<file path="src/inc/acr_consts.svh">
`ifndef ACR_CONSTS_SVH
`define ACR_CONSTS_SVH

// register addresses, 6-bit address field of the serial frame
`define ACR_ADDR_REV    6'h00
`define ACR_ADDR_CTRL   6'h01
`define ACR_ADDR_STAT   6'h02
`define ACR_ADDR_KEY    6'h03
`define ACR_ADDR_XL     6'h04
`define ACR_ADDR_XH     6'h05
`define ACR_ADDR_YL     6'h06
`define ACR_ADDR_YH     6'h07
`define ACR_ADDR_ZL     6'h08
`define ACR_ADDR_ZH     6'h09
`define ACR_ADDR_TL     6'h0c
`define ACR_ADDR_TH     6'h0d

// reset key sequence
`define ACR_KEY_1       8'h0c
`define ACR_KEY_2       8'h05
`define ACR_KEY_3       8'h0f

// reset values
`define ACR_BYTE_RST    8'h00
`define ACR_CNT_RST     5'h00

// frame layout: addr[15:10], write flag [9], addr parity [8], data [7:0]
`define ACR_RX_ADDR     15:10
`define ACR_RX_WR       9
`define ACR_RX_DATA     7:0
`define ACR_AB_ADDR     7:2
`define ACR_AB_WR       1
`define ACR_FRAME_BITS  5'h10
`define ACR_ADDR_LAST   5'h07
`define ACR_DATA_FIRST  5'h08
`define ACR_CNT_MAX     5'h1f
`define ACR_CNT_ONE     5'h01

// status register fields
`define ACR_ST_ANALOG_TEST_ACTIVE    2
`define ACR_ST_CSUM     1
`define ACR_ST_FRAME_ERROR_FLAG     0

// status byte sent first in every response frame
`define ACR_FR_ONE      7
`define ACR_FR_FRAME_ERROR_FLAG     2
`define ACR_FR_ST       1

// acceleration and temperature sample split
`define ACR_SMP_W       13
`define ACR_SMP_LO      6:0
`define ACR_SMP_HI      12:7
`define ACR_TEMP_LO     7:0
`define ACR_TEMP_HI     15:8

`endif

</file>
<file path="src/inc/acr_pkg.sv">
package acr_pkg;

  // progress through the three-write reset key
  typedef enum logic [2:0] {
    ACR_KEY_IDLE = 3'b001,
    ACR_KEY_GOT1 = 3'b010,
    ACR_KEY_GOT2 = 3'b100
  } acr_key_t;

endpackage

</file>
<file path="src/hw/acr_sync.sv">
`timescale 1ns/100ps
module acr_sync #(
  parameter int               WIDTH   = 1,
  parameter logic [WIDTH-1:0] RST_VAL = '0
) (
  // clock and reset
  input  wire logic             i_mclk,
  input  wire logic             i_rst_n,
  // asynchronous in, synchronous out
  input  wire logic [WIDTH-1:0] i_async,
  output logic      [WIDTH-1:0] o_sync
);

  logic [WIDTH-1:0] meta_q;

  // first stage feeds only the second stage
  always_ff @(posedge i_mclk or negedge i_rst_n) begin
    if (!i_rst_n) begin
      meta_q <= RST_VAL;
      o_sync <= RST_VAL;
    end else begin
      meta_q <= i_async;
      o_sync <= meta_q;
    end
  end

endmodule

</file>
<file path="src/hw/acr_regbank.sv">
// Summary of operation
// - address 0x00 reads a fixed 8-bit revision number and cannot be written.
// - address 0x01 is the 8-bit control byte, written and read back by the host.
// - address 0x02 is read-only, bits 7:3 read zero, bit 2 shows analog test mode.
// - a failed memory checksum sets the checksum flag and the self-test bit of every response.
// - a bad frame sets the frame error flag, the next good frame clears it, and responses carry it.
// - writing 0x0c, 0x05, 0x0f in that order to address 0x03 resets the component.
// - axis low bytes carry data in bits 7:1, high bytes in bits 5:0, other bits zero, all read-only.
// - reading the x high byte latches the x low byte for the later low read.
// - reading the y high byte latches the y low byte for the later low read.
// - reading the z high byte latches the z low byte for the later low read.
// - address 0x0c returns the latched temperature low byte, read after the high byte.
// - reading temperature high at address 0x0d latches the temperature low byte.
// - the assembled acceleration is two's complement with zero reading as all zeros.
// - during reset or under-voltage every register reads zero.
`timescale 1ns/100ps
`include "acr_consts.svh"
module acr_regbank #(
  // arbitrary value, one per silicon version
  parameter logic [7:0] REV_NUMBER = 8'h01
) (
  // clock and reset
  input  wire logic                   i_mclk,
  input  wire logic                   i_rst_n,
  // serial pins
  input  wire logic                   i_sck,
  input  wire logic                   i_csb_n,
  input  wire logic                   i_mosi,
  output logic                        o_miso,
  output logic                        o_miso_oe,
  // sensor core, same clock
  input  wire logic [`ACR_SMP_W-1:0]  i_x_sample,
  input  wire logic [`ACR_SMP_W-1:0]  i_y_sample,
  input  wire logic [`ACR_SMP_W-1:0]  i_z_sample,
  input  wire logic [15:0]            i_temp_sample,
  input  wire logic                   i_analog_test,
  input  wire logic                   i_checksum_bad,
  // supply monitor pin
  input  wire logic                   i_undervolt,
  // state towards the core
  output logic [7:0]                  o_control_settings,
  output logic                        o_sw_reset,
  output logic                        o_frame_error_flag,
  output logic                        o_selftest_fail_flag
);

  function automatic logic [7:0] lo_byte(input logic [`ACR_SMP_W-1:0] s);
    lo_byte = {s[`ACR_SMP_LO], 1'b0};
  endfunction

  function automatic logic [7:0] hi_byte(input logic [`ACR_SMP_W-1:0] s);
    hi_byte = {2'b00, s[`ACR_SMP_HI]};
  endfunction

  logic [3:0] sync_w;
  logic       sck_s;
  logic       csb_s;
  logic       mosi_s;
  logic       uv_s;

  acr_sync #(
    .WIDTH   (4),
    .RST_VAL (4'h4)
  ) u_sync (
    .i_mclk  (i_mclk),
    .i_rst_n (i_rst_n),
    .i_async ({i_sck, i_csb_n, i_mosi, i_undervolt}),
    .o_sync  (sync_w)
  );

  assign sck_s  = sync_w[3];
  assign csb_s  = sync_w[2];
  assign mosi_s = sync_w[1];
  assign uv_s   = sync_w[0];

  // serial engine state
  logic        sck_p_q, sck_p_d;
  logic        csb_p_q, csb_p_d;
  logic        act_q, act_d;
  logic [4:0]  cnt_q, cnt_d;
  logic [15:0] rx_q, rx_d;
  logic [7:0]  tx_q, tx_d;
  logic [7:0]  rdata_q, rdata_d;

  // register state
  logic [7:0]       ctrl_q, ctrl_d;
  logic [7:0]       key_q, key_d;
  acr_pkg::acr_key_t key_st_q, key_st_d;
  logic [7:0]       xl_q, xl_d;
  logic [7:0]       yl_q, yl_d;
  logic [7:0]       zl_q, zl_d;
  logic [7:0]       tl_q, tl_d;
  logic             frame_error_flag_q, frame_error_flag_d;
  logic             csum_q, csum_d;
  logic             swr_q, swr_d;

  logic        rise, fall, cs_fall, cs_rise;
  logic        addr_done, frame_ok, frame_bad, wr_en;
  logic [7:0]  addr_byte;
  logic [5:0]  addr_now;
  logic [5:0]  wr_addr;
  logic [7:0]  wr_data;
  logic [7:0]  rd_byte;
  logic [7:0]  status_byte;

  assign rise      = sck_s & ~sck_p_q;
  assign fall      = ~sck_s & sck_p_q;
  assign cs_fall   = ~csb_s & csb_p_q;
  assign cs_rise   = csb_s & ~csb_p_q;
  assign addr_byte = {rx_q[6:0], mosi_s};
  assign addr_now  = addr_byte[`ACR_AB_ADDR];
  assign addr_done = act_q & rise & (cnt_q == `ACR_ADDR_LAST);
  // only a whole 16-clock frame counts; anything else is refused
  assign frame_ok  = act_q & cs_rise & (cnt_q == `ACR_FRAME_BITS);
  assign frame_bad = act_q & cs_rise & (cnt_q != `ACR_FRAME_BITS);
  assign wr_en     = frame_ok & rx_q[`ACR_RX_WR];
  assign wr_addr   = rx_q[`ACR_RX_ADDR];
  assign wr_data   = rx_q[`ACR_RX_DATA];

  always_comb begin
    status_byte               = `ACR_BYTE_RST;
    status_byte[`ACR_FR_ONE]  = 1'b1;
    status_byte[`ACR_FR_FRAME_ERROR_FLAG] = frame_error_flag_q;
    status_byte[`ACR_FR_ST]   = csum_q;
  end

  // read multiplexer; high bytes read live, low bytes read the latch
  always_comb begin
    case (addr_now)
      `ACR_ADDR_REV:  rd_byte = REV_NUMBER;
      `ACR_ADDR_CTRL: rd_byte = ctrl_q;
      `ACR_ADDR_STAT: rd_byte = {5'h00, i_analog_test, csum_q, frame_error_flag_q};
      `ACR_ADDR_KEY:  rd_byte = key_q;
      `ACR_ADDR_XL:   rd_byte = xl_q;
      `ACR_ADDR_XH:   rd_byte = hi_byte(i_x_sample);
      `ACR_ADDR_YL:   rd_byte = yl_q;
      `ACR_ADDR_YH:   rd_byte = hi_byte(i_y_sample);
      `ACR_ADDR_ZL:   rd_byte = zl_q;
      `ACR_ADDR_ZH:   rd_byte = hi_byte(i_z_sample);
      `ACR_ADDR_TL:   rd_byte = tl_q;
      `ACR_ADDR_TH:   rd_byte = i_temp_sample[`ACR_TEMP_HI];
      default:        rd_byte = `ACR_BYTE_RST;
    endcase
    if (uv_s) begin
      rd_byte = `ACR_BYTE_RST;
    end
  end

  // serial engine: mode 0, sample on rise, shift on fall
  always_comb begin
    sck_p_d = sck_s;
    csb_p_d = csb_s;
    act_d   = act_q;
    cnt_d   = cnt_q;
    rx_d    = rx_q;
    tx_d    = tx_q;
    rdata_d = rdata_q;
    if (cs_fall) begin
      act_d = 1'b1;
      cnt_d = `ACR_CNT_RST;
      rx_d  = 16'h0000;
      tx_d  = status_byte;
    end else if (cs_rise) begin
      act_d = 1'b0;
    end else if (act_q) begin
      if (rise) begin
        rx_d = {rx_q[14:0], mosi_s};
        if (cnt_q != `ACR_CNT_MAX) begin
          cnt_d = cnt_q + `ACR_CNT_ONE;
        end
      end
      if (addr_done) begin
        rdata_d = rd_byte;
      end
      // data byte replaces the status byte at the eighth falling edge
      if (fall) begin
        if (cnt_q == `ACR_DATA_FIRST) begin
          tx_d = rdata_q;
        end else begin
          tx_d = {tx_q[6:0], 1'b0};
        end
      end
    end
  end

  always_ff @(posedge i_mclk or negedge i_rst_n) begin
    if (!i_rst_n) begin
      sck_p_q <= 1'b0;
      csb_p_q <= 1'b1;
      act_q   <= 1'b0;
      cnt_q   <= `ACR_CNT_RST;
      rx_q    <= 16'h0000;
      tx_q    <= `ACR_BYTE_RST;
      rdata_q <= `ACR_BYTE_RST;
    end else begin
      sck_p_q <= sck_p_d;
      csb_p_q <= csb_p_d;
      act_q   <= act_d;
      cnt_q   <= cnt_d;
      rx_q    <= rx_d;
      tx_q    <= tx_d;
      rdata_q <= rdata_d;
    end
  end

  // register bank
  always_comb begin
    ctrl_d   = ctrl_q;
    key_d    = key_q;
    key_st_d = key_st_q;
    xl_d     = xl_q;
    yl_d     = yl_q;
    zl_d     = zl_q;
    tl_d     = tl_q;
    swr_d    = 1'b0;
    csum_d   = i_checksum_bad;
    frame_error_flag_d   = frame_error_flag_q;
    if (frame_bad) begin
      frame_error_flag_d = 1'b1;
    end else if (frame_ok) begin
      frame_error_flag_d = 1'b0;
    end
    // read of a high byte freezes its low byte
    if (addr_done && !addr_byte[`ACR_AB_WR]) begin
      case (addr_now)
        `ACR_ADDR_XH: xl_d = lo_byte(i_x_sample);
        `ACR_ADDR_YH: yl_d = lo_byte(i_y_sample);
        `ACR_ADDR_ZH: zl_d = lo_byte(i_z_sample);
        `ACR_ADDR_TH: tl_d = i_temp_sample[`ACR_TEMP_LO];
        default:      tl_d = tl_q;
      endcase
    end
    // only two addresses accept data; others drop the write
    if (wr_en && wr_addr == `ACR_ADDR_CTRL) begin
      ctrl_d = wr_data;
    end
    if (wr_en && wr_addr == `ACR_ADDR_KEY) begin
      key_d = wr_data;
      case (key_st_q)
        acr_pkg::ACR_KEY_IDLE: begin
          key_st_d = (wr_data == `ACR_KEY_1) ? acr_pkg::ACR_KEY_GOT1
                                             : acr_pkg::ACR_KEY_IDLE;
        end
        acr_pkg::ACR_KEY_GOT1: begin
          if (wr_data == `ACR_KEY_2) begin
            key_st_d = acr_pkg::ACR_KEY_GOT2;
          end else if (wr_data == `ACR_KEY_1) begin
            key_st_d = acr_pkg::ACR_KEY_GOT1;
          end else begin
            key_st_d = acr_pkg::ACR_KEY_IDLE;
          end
        end
        acr_pkg::ACR_KEY_GOT2: begin
          if (wr_data == `ACR_KEY_3) begin
            key_st_d = acr_pkg::ACR_KEY_IDLE;
            swr_d    = 1'b1;
          end else if (wr_data == `ACR_KEY_1) begin
            key_st_d = acr_pkg::ACR_KEY_GOT1;
          end else begin
            key_st_d = acr_pkg::ACR_KEY_IDLE;
          end
        end
        default: key_st_d = acr_pkg::ACR_KEY_IDLE;
      endcase
    end
    // software reset and under-voltage both wipe the bank except the frame error and checksum flags
    if (swr_d || uv_s) begin
      ctrl_d   = `ACR_BYTE_RST;
      key_d    = `ACR_BYTE_RST;
      key_st_d = acr_pkg::ACR_KEY_IDLE;
      xl_d     = `ACR_BYTE_RST;
      yl_d     = `ACR_BYTE_RST;
      zl_d     = `ACR_BYTE_RST;
      tl_d     = `ACR_BYTE_RST;
    end
  end

  always_ff @(posedge i_mclk or negedge i_rst_n) begin
    if (!i_rst_n) begin
      ctrl_q   <= `ACR_BYTE_RST;
      key_q    <= `ACR_BYTE_RST;
      key_st_q <= acr_pkg::ACR_KEY_IDLE;
      xl_q     <= `ACR_BYTE_RST;
      yl_q     <= `ACR_BYTE_RST;
      zl_q     <= `ACR_BYTE_RST;
      tl_q     <= `ACR_BYTE_RST;
      frame_error_flag_q   <= 1'b0;
      csum_q   <= 1'b0;
      swr_q    <= 1'b0;
    end else begin
      ctrl_q   <= ctrl_d;
      key_q    <= key_d;
      key_st_q <= key_st_d;
      xl_q     <= xl_d;
      yl_q     <= yl_d;
      zl_q     <= zl_d;
      tl_q     <= tl_d;
      frame_error_flag_q   <= frame_error_flag_d;
      csum_q   <= csum_d;
      swr_q    <= swr_d;
    end
  end

  // pins; miso lags sck by the synchroniser, fine at slow sck
  assign o_miso               = tx_q[7];
  assign o_miso_oe            = act_q;
  assign o_control_settings   = ctrl_q;
  assign o_sw_reset           = swr_q;
  assign o_frame_error_flag   = frame_error_flag_q;
  assign o_selftest_fail_flag = csum_q;
endmodule

</file>
<file path="config.mk">
export PLATFORM = sky130hd
export DESIGN_NAME = acr_regbank
export DESIGN_NICKNAME = d
export VERILOG_FILES = /design/src/inc/acr_pkg.sv /design/src/hw/acr_sync.sv /design/src/hw/acr_regbank.sv
export VERILOG_INCLUDE_DIRS = /design/src /design/src/inc
export SDC_FILE = /design/constraint.sdc
export NUM_CORES = 1
export LEC_CHECK = 0
export BUFFER_PORTS_ARGS = -buffer_cell sky130_fd_sc_hd__buf_2
export CORE_MARGIN = 10
export CORE_UTILIZATION = 45
export DETAILED_ROUTE_END_ITERATION = 8
export GPL_ROUTABILITY_DRIVEN = 0
export HOLD_SLACK_MARGIN = 0.02
export PLACE_DENSITY = 0.68
export SYNTH_ARGS = -nofsm -noshare
export SYNTH_HDL_FRONTEND = slang
export SYNTH_SLANG_ARGS = --single-unit
</file>
<file path="constraint.sdc">
create_clock -name i_mclk -period 2 [get_ports i_mclk]
set_input_delay 0.3 -clock i_mclk [delete_from_list [all_inputs] [get_ports i_mclk]]
set_output_delay 0.3 -clock i_mclk [all_outputs]
set_load 0.03 [all_outputs]
</file>
---- Word level (Yosys, flattened, before mapping) ----
Cells that the tools add are included.
W data, S select, Z words.
cells by class
  add/subtract/negate cells ............... 1
  eq/ne operators ......................... 25
  multiplexer cells ....................... 45
  bitwise operators ....................... 16
  reduce and logical (&&, ||, !) cells .... 27
operators with widths
  cell                   number
  $mux W8                22
  $pmux W8 S12           1
  $mux W16               4
  $reduce_bool A2 Y1     13
  $mux W5                5
  $eq A6 B3 Y1 const B   4
  $eq A6 B4 Y1 const B   4
  $eq A6 B2 Y1 const B   3
  $eq A8 B4 Y1 const B   2
  $eq A6 B1 Y1 const B   2
  $mux W3                4
  $and A1 B1 Y1          10
  $ne A5 B5 Y1 const B   2
  $pmux W3 S3            1
  $eq A8 B3 Y1 const B   1
  $reduce_and A2 Y1      4
  $reduce_and A4 Y1      2
  $mux W1                7
  $logic_not A6 Y1       1
  $not A1 Y1             6
  $reduce_and A3 Y1      2
  $add A5 B1 Y5 const B  1
  $eq A5 B3 Y1 const B   1
  $eq A5 B4 Y1 const B   1
  9 further kinds        11
word-level totals
  flip-flop bits (word level) ............. 102
  input port bits ......................... 63
  output and inout port bits .............. 13

---- Depth between registers and ports, before layout ----
  word-level depth ........................ 10
  depth in mapped cells ................... 8

---- By module ----
Synthesis repeated with hierarchy kept, for this count alone.
second synthesis, totals
  cell total of the unflattened synthesis .. 479
  area total of the unflattened synthesis .. 4870.9 um^2
by module, submodules not included
  module       times used  cells an instance  area each (um^2)
  acr_regbank  1           471                4668.2
  acr_sync     1           8                  202.7

---- Worst setup path before layout ----
No wires, ideal clock.
  kind .................................... register -> register
  start ................................... register u_sync.o_sync[2]
  end ..................................... register yl_q[7]
  arrival ................................. 1.908 ns
  data required time ...................... 1.880 ns
  path slack .............................. -0.028 ns
  cell stages (with the launch flop) ...... 8
  path buffers ............................ 2
  clock period less this slack ............ 2.028 ns
  path through ............................ dfstp_2 > ha_1 > nand2_1 > or4_4 > o21bai_1 > buf_4 > buf_4 > nor2_1
between the ends
  word-level cells in the longest chain between the ends .. 9
  elaborated cells on any way between the ends .. 11
  those cells by class .................... 2 x mux; 4 x bitwise; 5 x reduce/logical
ends and longest elaborated chain
  item                             line                source
  from (decl)                      acr_sync.sv:11      output logic [WIDTH-1:0] o_sync
  from (signal assigned)           acr_sync.sv:23      o_sync <= meta_q;
  $and A1 B1 Y1 *                  acr_regbank.sv:109  assign cs_rise = csb_s & ~csb_p_q;
  $and A1 B1 Y1 * (2 in series)    acr_regbank.sv:114  assign frame_ok = act_q & cs_rise & (cnt_q == `ACR_FRAME_BITS);
  $and A1 B1 Y1 *                  acr_regbank.sv:116  assign wr_en = frame_ok & rx_q[`ACR_RX_WR];
  $logic_and A1 B1 Y1 (no line) *  n/a
  $mux W1 *                        acr_regbank.sv:237  if (wr_en && wr_addr == `ACR_ADDR_KEY) begin
  $logic_or A1 B1 Y1 *             acr_regbank.sv:267  if (swr_d || uv_s) begin
  $reduce_bool A2 Y1 (no line)     n/a
  $reduce_and A2 Y1 (no line)      n/a
  to (signal assigned)             acr_regbank.sv:284  yl_q <= `ACR_BYTE_RST;
  to (signal assigned)             acr_regbank.sv:295  yl_q <= yl_d;
  to (decl)                        acr_regbank.sv:90   logic [7:0] yl_q, yl_d;
Mark *: on every way between the ends. The rest lies on a longest branch, timed or not.
A chain may end at the register's enable or synchronous reset.

---- Final worst setup path ----
  start ................................... register cnt_q[0]
  end ..................................... register key_st_q[1]
between the ends
  word-level cells in the longest chain between the ends .. 7
  elaborated cells on any way between the ends .. 8
  those cells by class .................... 1 x eq/ne; 2 x mux; 2 x bitwise; 3 x reduce/logical
ends and longest elaborated chain
  item                                                  line                source
  from (decl)                                           acr_regbank.sv:80   logic [4:0] cnt_q, cnt_d;
  from (signal assigned)                                acr_regbank.sv:191  cnt_q <= `ACR_CNT_RST;
  from (signal assigned)                                acr_regbank.sv:199  cnt_q <= cnt_d;
  $eq A5 B5 Y1 (no line) *                              n/a
  $and A1 B1 Y1 *                                       acr_regbank.sv:114
  $and A1 B1 Y1 *                                       acr_regbank.sv:116
  $logic_and A1 B1 Y1 (no line) *                       n/a
  $mux W1                                               acr_regbank.sv:237
  $logic_or A1 B1 Y1                                    acr_regbank.sv:267
  $mux W3 / $reduce_bool A2 Y1 (equally long branches)  n/a
  to (signal assigned)                                  acr_regbank.sv:282  key_st_q <= acr_pkg::ACR_KEY_IDLE;
  to (signal assigned)                                  acr_regbank.sv:293  key_st_q <= key_st_d;
  to (decl)                                             acr_regbank.sv:88   acr_pkg::acr_key_t key_st_q, key_st_d;
Marks and branches as above.

==> results.cfg <==
[placement]
portBuffers = 75
dp_slack_ns = -0.00967
hpwl_mm = 10.0
postPlaceCellArea_um2 = 5760

[layout]
area_delta_synth_final_pct = 23.0
multi_input_area_um2 = 2350
nNetsFinal = 640
register_area_um2 = 2480
drive_above_1_share = 0.297
stdcell_area_um2 = 6090
antenna_cells = 0
fill_cells = 926

[floorplan]
rows = 38
core_um2 = 10800
die-area_um2 = 15600
die_width_um = 125
start_util = 0.459
io_pins = 76
die_h_um = 125

[worst_setup_path]
rr_worst_depth = 6
r2r_setup_slack_ns = -0.005
reg2reg_to = key_st_q[1]$_DFFE_PN0P_
critPathMaxFanout = 7
timing.rr.start = cnt_q[0]$_DFFE_PN0P_
cp-end-kind = register
crit_required_ns = 2.31
crit_type = reg2reg
arrival_ns = 2.31
critPathLaunchType = register

[clock_network]
insertion_delay_ns = 0.38
cts_inserted_buffers = 9
path_clk_slew_ns = 0.09
clock_path_buffers = 2
htreeDepth = 3
cts.sinks = 99
clock-root-buffer = clkbuf_8
cts_tree = done
post-cts-setup-buffers = 0

[outcome]
violations = negative setup slack
status = finished, violations left

[drt]
drt_first_pass_iters = 5
route.detailed.drc = 0
wl_per_cell_um = 18.5
drt_iter0_markers = 363
viasPerCell = 5.54
vias = 3966
postRouteAntennaNets = 0
wl_mm = 13.2

[power_and_ir_drop]
ir_drop_mv = 0.522
p_per_area_nw_per_um2 = 794
leakage_nw = 2.90

[sta]
fin_crit_sh = 1.00
min_period_ns = 2.00
finalClockSkew_ns = 0.00637
tightest_slew_ns = 0.495
setup_viol_count_final = 1
hold_viol = 0
drv_slew = 0
setup_slack_ns = -0.00460
fmax_mhz = 499
tns_ns = -0.00460
rsz0062_at_grt = yes
max_slew_margin = 0.669

[synthesis]
syn_area_um2 = 4950
synth_edf_count = 0
synth_cells = 466
synth-seq-cells = 99
synth_area_leader_cell = dfrtp_1
async_flop_share = 1.00
synthesis.nets = 535
synth_top_cell_area_share = 0.480
yosys_warnings = 0
synth_top_flop_cell = dfrtp_1
yosysMostFrequentCell = dfrtp_1
synthTopCellsByArea = dfrtp_1 (48%), mux2i_1 (11%), nand2_1 (4.8%)
syn_area_per_cell_um2 = 10.6
yosysSeqAreaShare = 0.501
ys_types = 59
synthTopCellsByCount = dfrtp_1 (95), nand2_1 (64), mux2i_1 (53)

[global_routing]
first_global_vias = 4221
antenna_found_initial = 0
grt_max_degree = 41
grt_pass1_wl_mm = 21.7
grt-ovfl-total = 0
grtUsageTotal = 0.171

[min_path]
hold_depth = 3
hp-start = i_y_sample[6]
holdPathEnd = yl_q[7]$_DFFE_PN0P_
hold_path_class = in2reg

[flow_run]
maxCapViolations = 0
## cells by family (layout without fill, tap and decap cells)
kind of cell               after synthesis  count (layout)  synth area share
AOI/OAI and AO/OA                       88              88             0.120
xor gates and xnor gates                 1               1           0.00177
buffers and inverters                   41             151            0.0351
muxes                                   66              66             0.150
DFF                                     99              99             0.501
adders and majority gates                6               6            0.0152
and+or+nand+nor                        165             165             0.177
## where the power goes
part	total (W)	internal, W	switching, W
Sequential	0.00228	0.00214	0.000140
Combinational	0.00110	0.000526	0.000574
Clock	0.00146	0.000771	0.000686
## final cells by class
class / instances / share of cell area
Tap cell: 140 / 0.0287
Multi-Input combinational cell: 326 / 0.386
Sequential cell: 99 / 0.407
Clock buffer: 12 / 0.0255
Inverter: 8 / 0.00493
Clock inverter: 4 / 0.0119
Timing Repair Buffer: 127 / 0.136
## metal layers
layer | GRT usage | share of wire | vias up
met4 | 0.0562 | 0.019 | 0
met2 | 0.282 | 0.50 | 105
li1 | - | - | 1893
met5 | 0 | 0 | -
met1 | 0.211 | 0.44 | 1951
met3 | 0.0468 | 0.042 | 17
## sequential cells by signal, summed over array words and instances (netlist names), 3 cells and up
signal,cells
tx_q,8
yl_q,7
o_control_settings,8
cnt_q,5
u_sync.meta_q,4
zl_q,7
key_st_q,3
tl_q,8
rx_q,16
u_sync.o_sync,4
rdata_q,8
xl_q,7
key_q,8
## worst max-delay path: stages (launching register included)
cell       delay (ns)
dfrtp_1          0.39
inv_1            0.10
ha_4             0.15
nand4bb_4        0.11
or4_4            0.62
or3_4            0.41
a21oi_1          0.14
## repair_timing
| action | in CTS | in global routing |
|---|---|---|
| pin swaps | 0 | 1 |
| setup endpoints to repair | 19 | 32 |
| hold buffers | 6 | 0 |
| resized for setup | 3 | 6 |
| endpoints found under the hold margin | 22 | 0 |
## cells in the final DEF (no fill, tap or decap), types with 2 or more instances in the layout
cell type	count
clkbuf_8	11
or2_2	2
nand3_1	17
nor3_1	3
o21ai_0	28
buf_4	43
a32oi_1	6
and3b_1	4
a21oi_1	12
mux2i_1	53
nand4_1	3
bufinv_16	2
nor2b_1	3
buf_12	3
o31ai_1	6
inv_1	8
dfstp_2	4
or3_1	2
nor4b_4	2
a22o_1	5
mux4_2	6
o211ai_1	5
a22oi_1	4
a221o_1	3
nor3b_1	2
ha_1	4
o2bb2ai_1	3
mux2_2	7
nor2_1	43
buf_2	74
dfrtp_1	95
a21o_1	3
nand3b_1	2
dlygate4sd3_1	6
nand2_1	63
## per-stage QoR
step / hold slack (ns) / utilization / instances / total power [W]
floorplan: 0.00441 / - / 466 / 0.00292
global placement: 0.207 / 0.534 / 694 / 0.00334
detailed placement: 0.209 / 0.534 / 694 / 0.00338
CTS: 0.142 / 0.562 / 716 / 0.00486
global route: 0.158 / 0.565 / 716 / 0.00510
finish: 0.156 / 0.565 / 716 / 0.00484
## worst max path at each step
stage                          startpoint                      end  slack, ns  cells after the start
2_1_floorplan  u_sync.o_sync[2]$_DFF_PN1_      yl_q[7]$_DFFE_PN0P_      0.003                      7
3_3_place_gp   u_sync.o_sync[2]$_DFF_PN1_      yl_q[3]$_DFFE_PN0P_       0.03                      6
3_5_place_dp   u_sync.o_sync[2]$_DFF_PN1_      yl_q[4]$_DFFE_PN0P_      -0.01                      6
4_1_cts              cnt_q[1]$_DFFE_PN0P_  key_st_q[1]$_DFFE_PN0P_      0.008                      6
5_1_grt              cnt_q[0]$_DFFE_PN0P_      zl_q[3]$_DFFE_PN0P_      -0.07                      7
6_report             cnt_q[0]$_DFFE_PN0P_  key_st_q[1]$_DFFE_PN0P_     -0.005                      6
No activity file was read; power rests on OpenSTA's default activity.
